## config.mk

```make
export PLATFORM = sky130hd
export DESIGN_NAME = vout_low_fault_supervisor
export DESIGN_NICKNAME = d
export VERILOG_FILES = /design/src/unit_delay_timer.v /design/src/vout_low_fault_supervisor.v
export VERILOG_INCLUDE_DIRS = /design/src
export SDC_FILE = /design/constraint.sdc
export NUM_CORES = 1
export LEC_CHECK = 0
export BUFFER_PORTS_ARGS = -buffer_cell sky130_fd_sc_hd__buf_4
export CORE_MARGIN = 3
export CORE_UTILIZATION = 40
export CTS_BUF_LIST = sky130_fd_sc_hd__clkbuf_2 sky130_fd_sc_hd__clkbuf_4 sky130_fd_sc_hd__clkbuf_8
export DETAILED_ROUTE_END_ITERATION = 8
export PLACE_DENSITY = 0.63
export SKIP_CTS_REPAIR_TIMING = 1
export SLEW_MARGIN = 40
export SYNTH_ARGS = -nofsm -noshare
export SYNTH_HDL_FRONTEND = slang
export SYNTH_HIERARCHICAL = 1
export SYNTH_SLANG_ARGS = --single-unit
```

## constraint.sdc

```tcl
create_clock -name clk -period 3.3 [get_ports clk]
set_clock_uncertainty 0.1 [all_clocks]
set_input_delay 0.165 -clock clk [delete_from_list [all_inputs] [get_ports clk]]
set_output_delay 0.165 -clock clk [all_outputs]
set_load 0.01 [all_outputs]
```

## src/vout_uv_consts.vh

```
// command codes, field positions, reset values and timing for the output
// voltage supervision block; included by both design files
`ifndef VOUT_UV_CONSTS_VH
`define VOUT_UV_CONSTS_VH

`define CMD_VOUT_HIGH_WARN   8'h42
`define CMD_VOUT_LOW_WARN    8'h43
`define CMD_VOUT_LOW_FAULT   8'h44
`define CMD_VOUT_LOW_ACTION  8'h45

`define RST_VOUT_HIGH_WARN   16'hFFFF
`define RST_VOUT_LOW_WARN    16'h0000
`define RST_VOUT_LOW_FAULT   16'h0000
`define RST_VOUT_LOW_ACTION  8'h00

`define VOUT_EXPONENT        (-5)

`define ACT_DELAY_MSB        2
`define ACT_DELAY_LSB        0
`define ACT_RETRY_MSB        5
`define ACT_RETRY_LSB        3
`define ACT_MODE_MSB         7
`define ACT_MODE_LSB         6

`define MODE_IGNORE          2'h0
`define MODE_DISABLE_RETRY   2'h2
`define RETRY_NONE           3'h0
`define RETRY_FOREVER        3'h7

`define DELAY_UNIT_MS        200
`define CLK_PERIOD_NS        10
`define DELAY_UNIT_CYCLES    ((`DELAY_UNIT_MS * 1000000) / `CLK_PERIOD_NS)

`endif

```

## src/unit_delay_timer.v

```verilog
// interval timer counting a 3-bit number of fixed delay units
// assumes one clock; start is a one-cycle pulse from the owner
`timescale 1ns/1ps
`include "vout_uv_consts.vh"

module unit_delay_timer #(
	parameter UNIT_CYCLES = `DELAY_UNIT_CYCLES,
	parameter PRE_W       = $clog2(UNIT_CYCLES + 1)
) (
	input  wire       clk,
	input  wire       rst_n,
	input  wire       start,
	input  wire [2:0] units,
	output wire       done
);

	reg [PRE_W-1:0] pre;
	reg [2:0]       left;
	reg             armed;
	wire            tick;

	// prescaler makes a one-cycle enable per delay unit
	assign tick = (pre == UNIT_CYCLES[PRE_W-1:0] - {{(PRE_W-1){1'b0}}, 1'b1});
	assign done = armed && (left == 3'h0);

	always @(posedge clk or negedge rst_n) begin
		if (!rst_n) begin
			pre   <= {PRE_W{1'b0}};
			left  <= 3'h0;
			armed <= 1'b0;
		end else if (start) begin
			pre   <= {PRE_W{1'b0}};
			left  <= units;
			armed <= 1'b1;
		end else if (armed && left != 3'h0) begin
			if (tick) begin
				pre  <= {PRE_W{1'b0}};
				left <= left - 3'h1;
			end else begin
				pre <= pre + {{(PRE_W-1){1'b0}}, 1'b1};
			end
		end
	end

endmodule

```

## src/vout_low_fault_supervisor.v

```verilog
// output voltage thresholds and the under-voltage fault response engine
// assumes command-code access from a bus front end, and a measured output
// voltage already in the same unsigned exponent -5 format as the thresholds
//
// Function
// Over-voltage warning threshold is a 16-bit read/write word at code 0x42.
// Under-voltage warning threshold is a 16-bit read/write word at code 0x43.
// Under-voltage fault threshold is a 16-bit read/write word at code 0x44.
// Bits 2:0 of the byte at code 0x45 give the restart delay in 200 ms units.
// Response 00 leaves the output running through an under-voltage fault.
// Response 10 turns the output off on the fault and follows the retry count.
// Retry count 000 keeps the output off until the fault is cleared.
// Retry counts 1 to 6 allow that many restarts, then stay off until cleared.
// Restart attempts start one delay interval apart, start to start.
// Retry count 111 retries forever until commanded off or another fault.
// Measured voltage below the fault threshold flags the fault and applies the response; the code does both only while outputEnable is high.
`timescale 1ns/1ps
`include "vout_uv_consts.vh"

module vout_low_fault_supervisor #(
	parameter UNIT_CYCLES = `DELAY_UNIT_CYCLES
) (
	input  wire        clk,
	input  wire        rst_n,
	input  wire [7:0]  cmdCode,
	input  wire        wrEn,
	input  wire [15:0] wrData,
	input  wire        rdEn,
	output reg  [15:0] rdData,
	output reg         rdValid,
	input  wire [15:0] voutMeas,
	input  wire        convertOn,
	input  wire        otherFault,
	input  wire        faultClear,
	output wire        outputEnable,
	output reg         highWarn,
	output reg         lowWarn,
	output reg         lowFault,
	output wire        retrying,
	output wire        latchedOff
);

	localparam [4:0] ST_IDLE  = 5'h01;
	localparam [4:0] ST_RUN   = 5'h02;
	localparam [4:0] ST_WAIT  = 5'h04;
	localparam [4:0] ST_TRY   = 5'h08;
	localparam [4:0] ST_LATCH = 5'h10;

	reg  [15:0] vout_high_warn_threshold;
	reg  [15:0] vout_low_warn_threshold;
	reg  [15:0] vout_low_fault_threshold;
	reg  [7:0]  vout_low_fault_action;

	reg  [4:0]  state;
	reg  [4:0]  next_state;
	reg  [2:0]  triesDone;
	reg  [2:0]  next_triesDone;
	reg         timerStart;

	wire [1:0]  actMode;
	wire [2:0]  actRetries;
	wire [2:0]  actDelay;
	wire        belowFault;
	wire        disableOnFault;
	wire        timerDone;
	wire        runAllowed;
	wire        triesLeft;

	// field split of the action byte
	assign actDelay   = vout_low_fault_action[`ACT_DELAY_MSB:`ACT_DELAY_LSB];
	assign actRetries = vout_low_fault_action[`ACT_RETRY_MSB:`ACT_RETRY_LSB];
	assign actMode    = vout_low_fault_action[`ACT_MODE_MSB:`ACT_MODE_LSB];

	// only 10 shuts down; the undefined codes behave as ignore
	assign disableOnFault = (actMode == `MODE_DISABLE_RETRY);
	assign belowFault     = (voutMeas < vout_low_fault_threshold);
	assign runAllowed     = convertOn && !otherFault;

	// 111 never runs out of attempts
	assign triesLeft = (actRetries == `RETRY_FOREVER) || (triesDone < actRetries);

	assign outputEnable = (state == ST_RUN) || (state == ST_TRY);
	assign retrying     = (state == ST_WAIT) || (state == ST_TRY);
	assign latchedOff   = (state == ST_LATCH);

	// register writes by command code
	always @(posedge clk or negedge rst_n) begin
		if (!rst_n) begin
			vout_high_warn_threshold <= `RST_VOUT_HIGH_WARN;
			vout_low_warn_threshold  <= `RST_VOUT_LOW_WARN;
			vout_low_fault_threshold <= `RST_VOUT_LOW_FAULT;
			vout_low_fault_action    <= `RST_VOUT_LOW_ACTION;
		end else if (wrEn) begin
			case (cmdCode)
				`CMD_VOUT_HIGH_WARN: begin
					vout_high_warn_threshold <= wrData;
				end
				`CMD_VOUT_LOW_WARN: begin
					vout_low_warn_threshold <= wrData;
				end
				`CMD_VOUT_LOW_FAULT: begin
					vout_low_fault_threshold <= wrData;
				end
				`CMD_VOUT_LOW_ACTION: begin
					vout_low_fault_action <= wrData[7:0];
				end
				default: begin
				end
			endcase
		end
	end

	// read data one cycle after rdEn; unknown codes read zero
	always @(posedge clk or negedge rst_n) begin
		if (!rst_n) begin
			rdData  <= 16'h0000;
			rdValid <= 1'b0;
		end else begin
			rdValid <= rdEn;
			if (rdEn) begin
				case (cmdCode)
					`CMD_VOUT_HIGH_WARN: begin
						rdData <= vout_high_warn_threshold;
					end
					`CMD_VOUT_LOW_WARN: begin
						rdData <= vout_low_warn_threshold;
					end
					`CMD_VOUT_LOW_FAULT: begin
						rdData <= vout_low_fault_threshold;
					end
					`CMD_VOUT_LOW_ACTION: begin
						rdData <= {8'h00, vout_low_fault_action};
					end
					default: begin
						rdData <= 16'h0000;
					end
				endcase
			end
		end
	end

	// warnings follow the measurement; the fault flag is sticky
	always @(posedge clk or negedge rst_n) begin
		if (!rst_n) begin
			highWarn <= 1'b0;
			lowWarn  <= 1'b0;
			lowFault <= 1'b0;
		end else begin
			highWarn <= (voutMeas > vout_high_warn_threshold);
			lowWarn  <= (voutMeas < vout_low_warn_threshold);
			// a new fault in the clear cycle wins over the clear
			if (belowFault && outputEnable) begin
				lowFault <= 1'b1;
			end else if (faultClear) begin
				lowFault <= 1'b0;
			end
		end
	end

	// response engine
	always @* begin
		next_state     = state;
		next_triesDone = triesDone;
		timerStart     = 1'b0;
		case (state)
			ST_IDLE: begin
				if (runAllowed) begin
					next_state     = ST_RUN;
					next_triesDone = 3'h0;
				end
			end
			ST_RUN: begin
				if (!runAllowed) begin
					next_state = ST_IDLE;
				end else if (belowFault && disableOnFault) begin
					// output drops; the first attempt waits one interval
					next_triesDone = 3'h0;
					timerStart     = 1'b1;
					if (actRetries == `RETRY_NONE) begin
						next_state = ST_LATCH;
					end else begin
						next_state = ST_WAIT;
					end
				end
			end
			ST_WAIT: begin
				if (!runAllowed) begin
					next_state = ST_IDLE;
				end else if (timerDone) begin
					if (triesLeft) begin
						// interval restarts at the start of each attempt
						next_state     = ST_TRY;
						next_triesDone = triesDone + 3'h1;
						timerStart     = 1'b1;
					end else begin
						next_state = ST_LATCH;
					end
				end
			end
			ST_TRY: begin
				if (!runAllowed) begin
					next_state = ST_IDLE;
				end else if (belowFault) begin
					// timer keeps running so attempts stay start to start
					next_state = ST_WAIT;
				end else if (timerDone) begin
					next_state     = ST_RUN;
					next_triesDone = 3'h0;
				end
			end
			ST_LATCH: begin
				if (!runAllowed) begin
					next_state = ST_IDLE;
				end else if (faultClear) begin
					next_state     = ST_RUN;
					next_triesDone = 3'h0;
				end
			end
			default: begin
				next_state     = ST_IDLE;
				next_triesDone = 3'h0;
			end
		endcase
	end

	always @(posedge clk or negedge rst_n) begin
		if (!rst_n) begin
			state     <= ST_IDLE;
			triesDone <= 3'h0;
		end else begin
			state     <= next_state;
			triesDone <= next_triesDone;
		end
	end

	// delay unit is long; the parameter lets simulation shrink it
	unit_delay_timer #(
		.UNIT_CYCLES (UNIT_CYCLES)
	) u_delay (
		.clk   (clk),
		.rst_n (rst_n),
		.start (timerStart),
		.units (actDelay),
		.done  (timerDone)
	);

endmodule

```

==> results of run 1 <==
==> kinds of logic after synthesis <==
group	after synthesis
and+or+nand+nor	177
xor gates and xnor gates	25
DFF	113
buffers and inverters	80
muxes	58
AOI/OAI and AO/OA	119
adders and majority gates	52
==> per-layer routing <==
layer  vias up  GRT usage [%]  routed length, um
met5         -              0                  0
met4         0           7.01                342
met3        29           4.36                919
met2       149           30.1               8010
met1      2605           27.5               8120
li1       2500              -                  -
==> final timing paths <==
check / startpoint / endpoint / slack, ps / cells past startpoint
hold / removal: voutMeas[15] / lowWarn / 80 / 5
setup reg to reg: vout_low_fault_threshold[1] / u_delay/pre[21] / 150 / 13
max in group asynchronous: rst_n / vout_high_warn_threshold[13] / 2080 / 3
hold reg to reg: rdData[15] / rdData[15] / 390 / 1
setup / recovery: vout_low_fault_threshold[1] / u_delay/pre[21] / 150 / 13
min in group asynchronous: rst_n / triesDone[1] / 160 / 2
==> placed cells by master, fill, tap and decap left out, drive strengths merged, types with 8 or more instances in the layout <==
cell         instances
nand3               14
nor3                11
nand2b              11
nand4               13
ha                  52
clkbuf              27
a21o                 8
a221oi               8
dlygate4sd3         21
o2bb2ai             16
mux2                56
a222oi               8
a21oi               22
buf                 92
xnor2               21
nor4                14
o21ai               16
dfrtp               96
inv                 59
nand2               34
nor2                45
dfstp               17
a22o                 9
==> state kept, by name, summed over array words and instances, names as in the netlist, 3 cells and up <==
register	cells
u_delay/left	3
rdData	16
u_delay/pre	25
state	5
triesDone	3
vout_low_warn_threshold	16
vout_low_fault_threshold	16
vout_low_fault_action	8
vout_high_warn_threshold	16
==> worst register-to-register path, cell delays in order (launching register included) <==
cell and delay (ps):
dfrtp_1 400, inv_2 50, ha_1 270, a211o_1 290, a211o_1 280, a211oi_2 280
a21oi_2 90, nor2_2 170, or2_4 140, nand4_1 150, buf_4 230, nor4_1 340
xnor2_1 160, nor2_1 60
==> report_power, final <==
group,leakage (nW),switching (mW),internal [mW]
combinational,1.94,0.198,0.188
sequential,1.45,0.0404,1.44
clock,0.221,0.542,0.810
==> area by class of cell <==
cell class              count  area (um2)  area share, %
flip-flops and latches    113        2850           35.0
well taps                 216         270           3.32
clock inverters             5        75.1          0.921
repair buffers            113         905           11.1
clock buffers              27         340           4.17
inverters                  60         225           2.76
multi-input cells         431        3490           42.8
==> results.sh, run 1 <==
export IMPL_synth_fp_nets=723
export IMPL_routed_wl_mm=17.4
export IMPL_num_vias=5283
export IMPL_cpPeakStageDelay_ps=400
export IMPL_crit_required_ps=3510
export IMPL_synth_compound_area_share_pct=13.5
export IMPL_fillers=1464
export IMPL_synth_adder_area_share_pct=9.86
export IMPL_drtIter0Drc=496
export IMPL_viasPerCell=5.47
export IMPL_synth_edf_count=0
export IMPL_first_pass_iters=5
export IMPL_max_cap_violations=0
export IMPL_num_antenna_cells=0
export IMPL_fin_crit_sh_pct=95.4
export IMPL_clk_insertion_delay_late_ps=440
export IMPL_dpl_cell_count=908
export IMPL_fin_cells=965
export IMPL_crit_fanout=13
export IMPL_cp_slowest_cell="dfrtp_1"
export IMPL_relSlewSlack_pct=49.5
export IMPL_start_util_pct=41.2
export IMPL_grt_pass1_vias=5386
export IMPL_synthFlopType="dfrtp_1"
export IMPL_p_per_area_mw_per_mm2=395
export IMPL_yosys_area_share_simple_pct=14.7
export IMPL_drc_errors=0
export IMPL_worstSetupPathType="flip-flop to flip-flop"
export IMPL_grt_overflow=0
export IMPL_power_leakage_nw=3.61
export IMPL_critical_path_endpoint_type="flip-flop"
export IMPL_grt_pass1_wl_mm=28.0
export IMPL_antenna_found_initial=0
export IMPL_fin_area_mm2=0.00815
export IMPL_fp_dieH_um=134
export IMPL_finalCriticalPeriod_ps=3150
export IMPL_htree_levels=4
export IMPL_nets=835
export IMPL_syn2layout_area_growth_pct=23.5
export IMPL_grt_max_degree=61
export IMPL_yosysSeqAreaShare_pct=43.2
export IMPL_clk_transition_reported_paths_ps=60
export IMPL_place_congestion=0.902
export IMPL_final_setup_viol_count=0
export IMPL_hold_viol=0
export IMPL_tightest_slew_ps=756
export IMPL_dp_slack_ps=-35.1
export IMPL_worst_endpoint_arrival_ps=3360
export IMPL_status="complete, no violations"
export IMPL_path_delay_family="compound AO/OA/AOI/OAI gates"
export IMPL_core_mm2=0.0160
export IMPL_synth_xor_area_share_pct=3.32
export IMPL_rows=46
export IMPL_drive_gt1_share_pct=30.4
export IMPL_synth_seq_cells=113
export IMPL_die_x_um=134
export IMPL_yosysUniqueCellTypes=66
export IMPL_hold_path_class="input pin to flip-flop"
export IMPL_synth_most_common_cell="dfrtp_1"
export IMPL_clock_sinks=113
export IMPL_synth_top_family_by_area="simple AND/OR/NAND/NOR gates"
export IMPL_cpMostUsedCell="a211o_1"
export IMPL_die_area_mm2=0.0181
export IMPL_cts_tree="done"
export IMPL_detail_route_antenna_nets=0
export IMPL_async_flop_share_pct=100
export IMPL_portBuffers=69
export IMPL_ios=70
export IMPL_vdd_drop_max_uv=240
export IMPL_cts_buffer_depth=2
export IMPL_dpl_cell_area_mm2=0.00742
export IMPL_finish_utilization_pct=50.9
export IMPL_path_buf_inv=2
export IMPL_yosys_area_top_type_share_pct=36.4
export IMPL_syn_avg_cell_area_um2=10.6
export IMPL_fin_setup_tns_ps=0
export IMPL_synth_area_leader_cell="dfrtp_1"
export IMPL_grt_use_total_pct=19.6
export IMPL_slew_viol_final=0
export IMPL_mappedNetlistArea_mm2=0.00660
export IMPL_synth_area_leaders="dfrtp_1, ha_1, mux2_2"
export IMPL_cts_root_buffer_cell="clkbuf_8"
export IMPL_fmax_ghz=0.318
export IMPL_p_total_mw=3.22
export IMPL_drt_wirelength_per_cell_um=18.0
export IMPL_syn_inst=624
export IMPL_yosysWarnings=6
export IMPL_numCtsBuffers=17
export IMPL_synth_area_mux_share_pct=10.4
export IMPL_path_cells="inv_2 -> ha_1 -> a211o_1 -> a211o_1 -> a211oi_2 -> a21oi_2 -> nor2_2 -> or2_4 -> nand4_1 -> buf_4 -> nor4_1 -> xnor2_1 -> nor2_1"
export IMPL_worstSetupStartpointType="flip-flop"
export IMPL_setup_ws_ps=153
export IMPL_whs_ps=84.2
export IMPL_synthTopCellsByCount="dfrtp_1, inv_1, ha_1"
export IMPL_hpwl_mm=12.6
(Power assumes the default switching activity.)
==> inputs of run 2 (changes only) <==
--- a/config.mk
+++ b/config.mk
@@ -16,5 +16,4 @@
 export SLEW_MARGIN = 40
 export SYNTH_ARGS = -nofsm -noshare
 export SYNTH_HDL_FRONTEND = slang
-export SYNTH_HIERARCHICAL = 1
 export SYNTH_SLANG_ARGS = --single-unit
==> results.sh, run 2 <==
export IMPL_worstSetupStartpointType="flip-flop"
export IMPL_hold_viol=0
export IMPL_fp_dieH_um=134
export IMPL_drive_gt1_share_pct=26.4
export IMPL_first_pass_iters=6
export IMPL_synth_area_leaders="dfrtp_1, ha_1, mux2_2"
export IMPL_place_congestion=0.872
export IMPL_relSlewSlack_pct=52.2
export IMPL_largest_reg_flops=25
export IMPL_yosysUniqueCellTypes=56
export IMPL_hp_start="convertOn"
export IMPL_num_antenna_cells=0
export IMPL_comb_power_share_pct=28.5
export IMPL_grt_max_degree=37
export IMPL_die_area_mm2=0.0179
export IMPL_cts_root_buffer_cell="clkbuf_8"
export IMPL_fin_setup_tns_ps=0
export IMPL_numCtsBuffers=17
export IMPL_syn2layout_area_growth_pct=21.4
export IMPL_yosysSeqAreaShare_pct=43.6
export IMPL_yosys_area_top_type_share_pct=36.7
export IMPL_ff2ff_path_depth=8
export IMPL_dpl_cell_area_mm2=0.00734
export IMPL_synthTopCellsByCount="dfrtp_1, inv_1, mux2_2"
export IMPL_critical_path_endpoint_type="flip-flop"
export IMPL_num_vias=5361
export IMPL_core_mm2=0.0159
export IMPL_slew_viol_final=0
export IMPL_mappedNetlistArea_mm2=0.00654
export IMPL_grtUsageMet2_pct=29.8
export IMPL_synth_fp_nets=742
export IMPL_power_frac_seq_pct=39.8
export IMPL_rsz0062_at_grt="no"
export IMPL_async_flop_share_pct=100
export IMPL_finish_utilization_pct=49.8
export IMPL_cpPeakStageDelay_ps=440
export IMPL_intPower_mw=2.88
export IMPL_whs_ps=41.1
export IMPL_start_util_pct=41.0
export IMPL_worst_endpoint_arrival_ps=2880
export IMPL_grt_use_met3_pct=5.44
export IMPL_whs_path_depth=3
export IMPL_layout_common_cells="dfrtp_1, buf_4, inv_1, mux2_2, ha_1"
export IMPL_swShare_pct=32.6
export IMPL_worstSetupPathType="flip-flop to flip-flop"
export IMPL_hpwl_mm=11.8
export IMPL_finalCriticalPeriod_ps=2670
export IMPL_drtIter0Drc=438
export IMPL_drt_wirelength_per_cell_um=17.1
export IMPL_cts_buffer_depth=2
export IMPL_max_cap_violations=0
export IMPL_clk_transition_reported_paths_ps=70
export IMPL_fin_cells=967
export IMPL_synth_edf_count=0
export IMPL_cts_tree="done"
export IMPL_max_flop_register="u_delay.pre"
export IMPL_detail_route_antenna_nets=0
export IMPL_final_common_cell="dfrtp_1"
export IMPL_clock_sinks=113
export IMPL_worstHoldEndpoint="state[1]"
export IMPL_grt_pass1_vias=5399
export IMPL_portBuffers=69
export IMPL_grt_use_total_pct=19.0
export IMPL_viasPerCell=5.54
export IMPL_ios=70
export IMPL_status="complete, no violations"
export IMPL_p_sw_mw=1.39
export IMPL_crit_required_ps=3510
export IMPL_tightest_slew_ps=712
export IMPL_grt_overflow=0
export IMPL_grt_busiest_layer="met2"
export IMPL_r2r_slack_ps=640
export IMPL_synthFlopType="dfrtp_1"
export IMPL_grt_pass1_wl_mm=27.0
export IMPL_nets=838
export IMPL_syn_avg_cell_area_um2=10.2
export IMPL_path_cells="inv_1 -> ha_1 -> a2111oi_0 -> a21oi_1 -> a211o_1 -> o21ai_2 -> buf_4 -> nor2_1"
export IMPL_use_met1_pct=25.4
export IMPL_crit_fanout=25
export IMPL_fmax_ghz=0.375
export IMPL_synth_most_common_cell="dfrtp_1"
export IMPL_p_per_area_mw_per_mm2=537
export IMPL_synth_seq_cells=113
export IMPL_yosysWarnings=0
export IMPL_vdd_drop_max_uv=355
export IMPL_rows=46
export IMPL_routed_wl_mm=16.5
export IMPL_cp_slowest_cell="a2111oi_0"
export IMPL_fin_area_mm2=0.00794
export IMPL_hold_path_class="input pin to flip-flop"
export IMPL_power_leakage_nw=3.47
export IMPL_fin_crit_sh_pct=80.8
export IMPL_final_setup_viol_count=0
export IMPL_htree_levels=4
export IMPL_clk_insertion_delay_late_ps=440
export IMPL_timing_rr_end="u_delay.pre[18]"
export IMPL_fillers=1458
export IMPL_p_clk_share_pct=31.7
export IMPL_die_x_um=134
export IMPL_dpl_cell_count=917
export IMPL_crit_path_start="vout_low_fault_threshold[1]"
export IMPL_antenna_found_initial=0
export IMPL_crit_reg2reg_launch="vout_low_fault_threshold[1]"
export IMPL_drc_errors=0
export IMPL_synth_area_leader_cell="dfrtp_1"
export IMPL_syn_inst=643
-- run 2: cell types whose count changed in the layout (fill, tap and decap cells not counted), sizes merged, moves of 7 or more --
cell | previous run | this run
xnor2 | 21 | 1
a21oi | 22 | 41
buf | 92 | 81
nand2 | 34 | 41
nor2 | 45 | 37
o21ai | 16 | 33
-- run 2: through the flow --
stage	worst slack [ps]	total power, mW
after floorplan	1030	2.54
after global placement	784	2.85
after detailed placement	707	2.90
after CTS	684	4.26
after global routing	481	4.54
final	635	4.26
-- run 2: cells by family (layout without fill, tap and decap cells) --
kind of cell / after synthesis / in the layout / share of synthesized area (%)
adder cells (fa/ha/maj): 52 / 52 / 9.95
XOR/XNOR: 10 / 10 / 1.34
multiplexers: 59 / 59 / 10.1
buffers and inverters: 81 / 189 / 4.78
AO/OA/AOI/OAI: 150 / 150 / 15.5
AND/OR/NAND/NOR: 178 / 178 / 14.8
flip-flops: 113 / 113 / 43.6
-- run 2: critical path: cells and delay by family, from the launching register on --
family	cells	cell delay (ps)
AOI/OAI and AO/OA	4	1290
adders and majority gates	1	260
buffers and inverters	2	400
DFF	1	370
and+or+nand+nor	1	90
-- run 2: worst max path at each step --
| stage | slack, ps | to |
|---|---|---|
| after floorplan | 1030 | u_delay.left[1] |
| after global placement | 780 | u_delay.pre[8] |
| after detailed placement | 710 | u_delay.pre[18] |
| after CTS | 680 | u_delay.pre[23] |
| after global routing | 480 | u_delay.pre[8] |
| final | 640 | u_delay.pre[18] |
-- run 2: power by group through the flow --
| stage | sequential, mW | combinational, mW | clock [mW] |
|---|---|---|---|
| after detailed placement | 1.71 | 1.19 | 0 |
| after global placement | 1.70 | 1.14 | 0 |
| after global routing | 1.72 | 1.38 | 1.45 |
| after CTS | 1.69 | 1.20 | 1.38 |
| final | 1.70 | 1.22 | 1.35 |
| after floorplan | 1.66 | 0.877 | 0 |
-- run 2: final cells by class --
type	count	area (um2)	share of cell area [%]
clock buffers	26	333	4.19
clock inverters	5	75.1	0.945
inverters	58	218	2.74
repair buffers	100	811	10.2
multi-input cells	449	3380	42.6
flip-flops and latches	113	2850	35.9
well taps	216	270	3.40
-- run 2: metal layers --
layer	routed length [um]	part of all wire [%]
met1	7680	46
met2	7730	47
met3	959	5.8
met4	163	0.99
met5	0	0
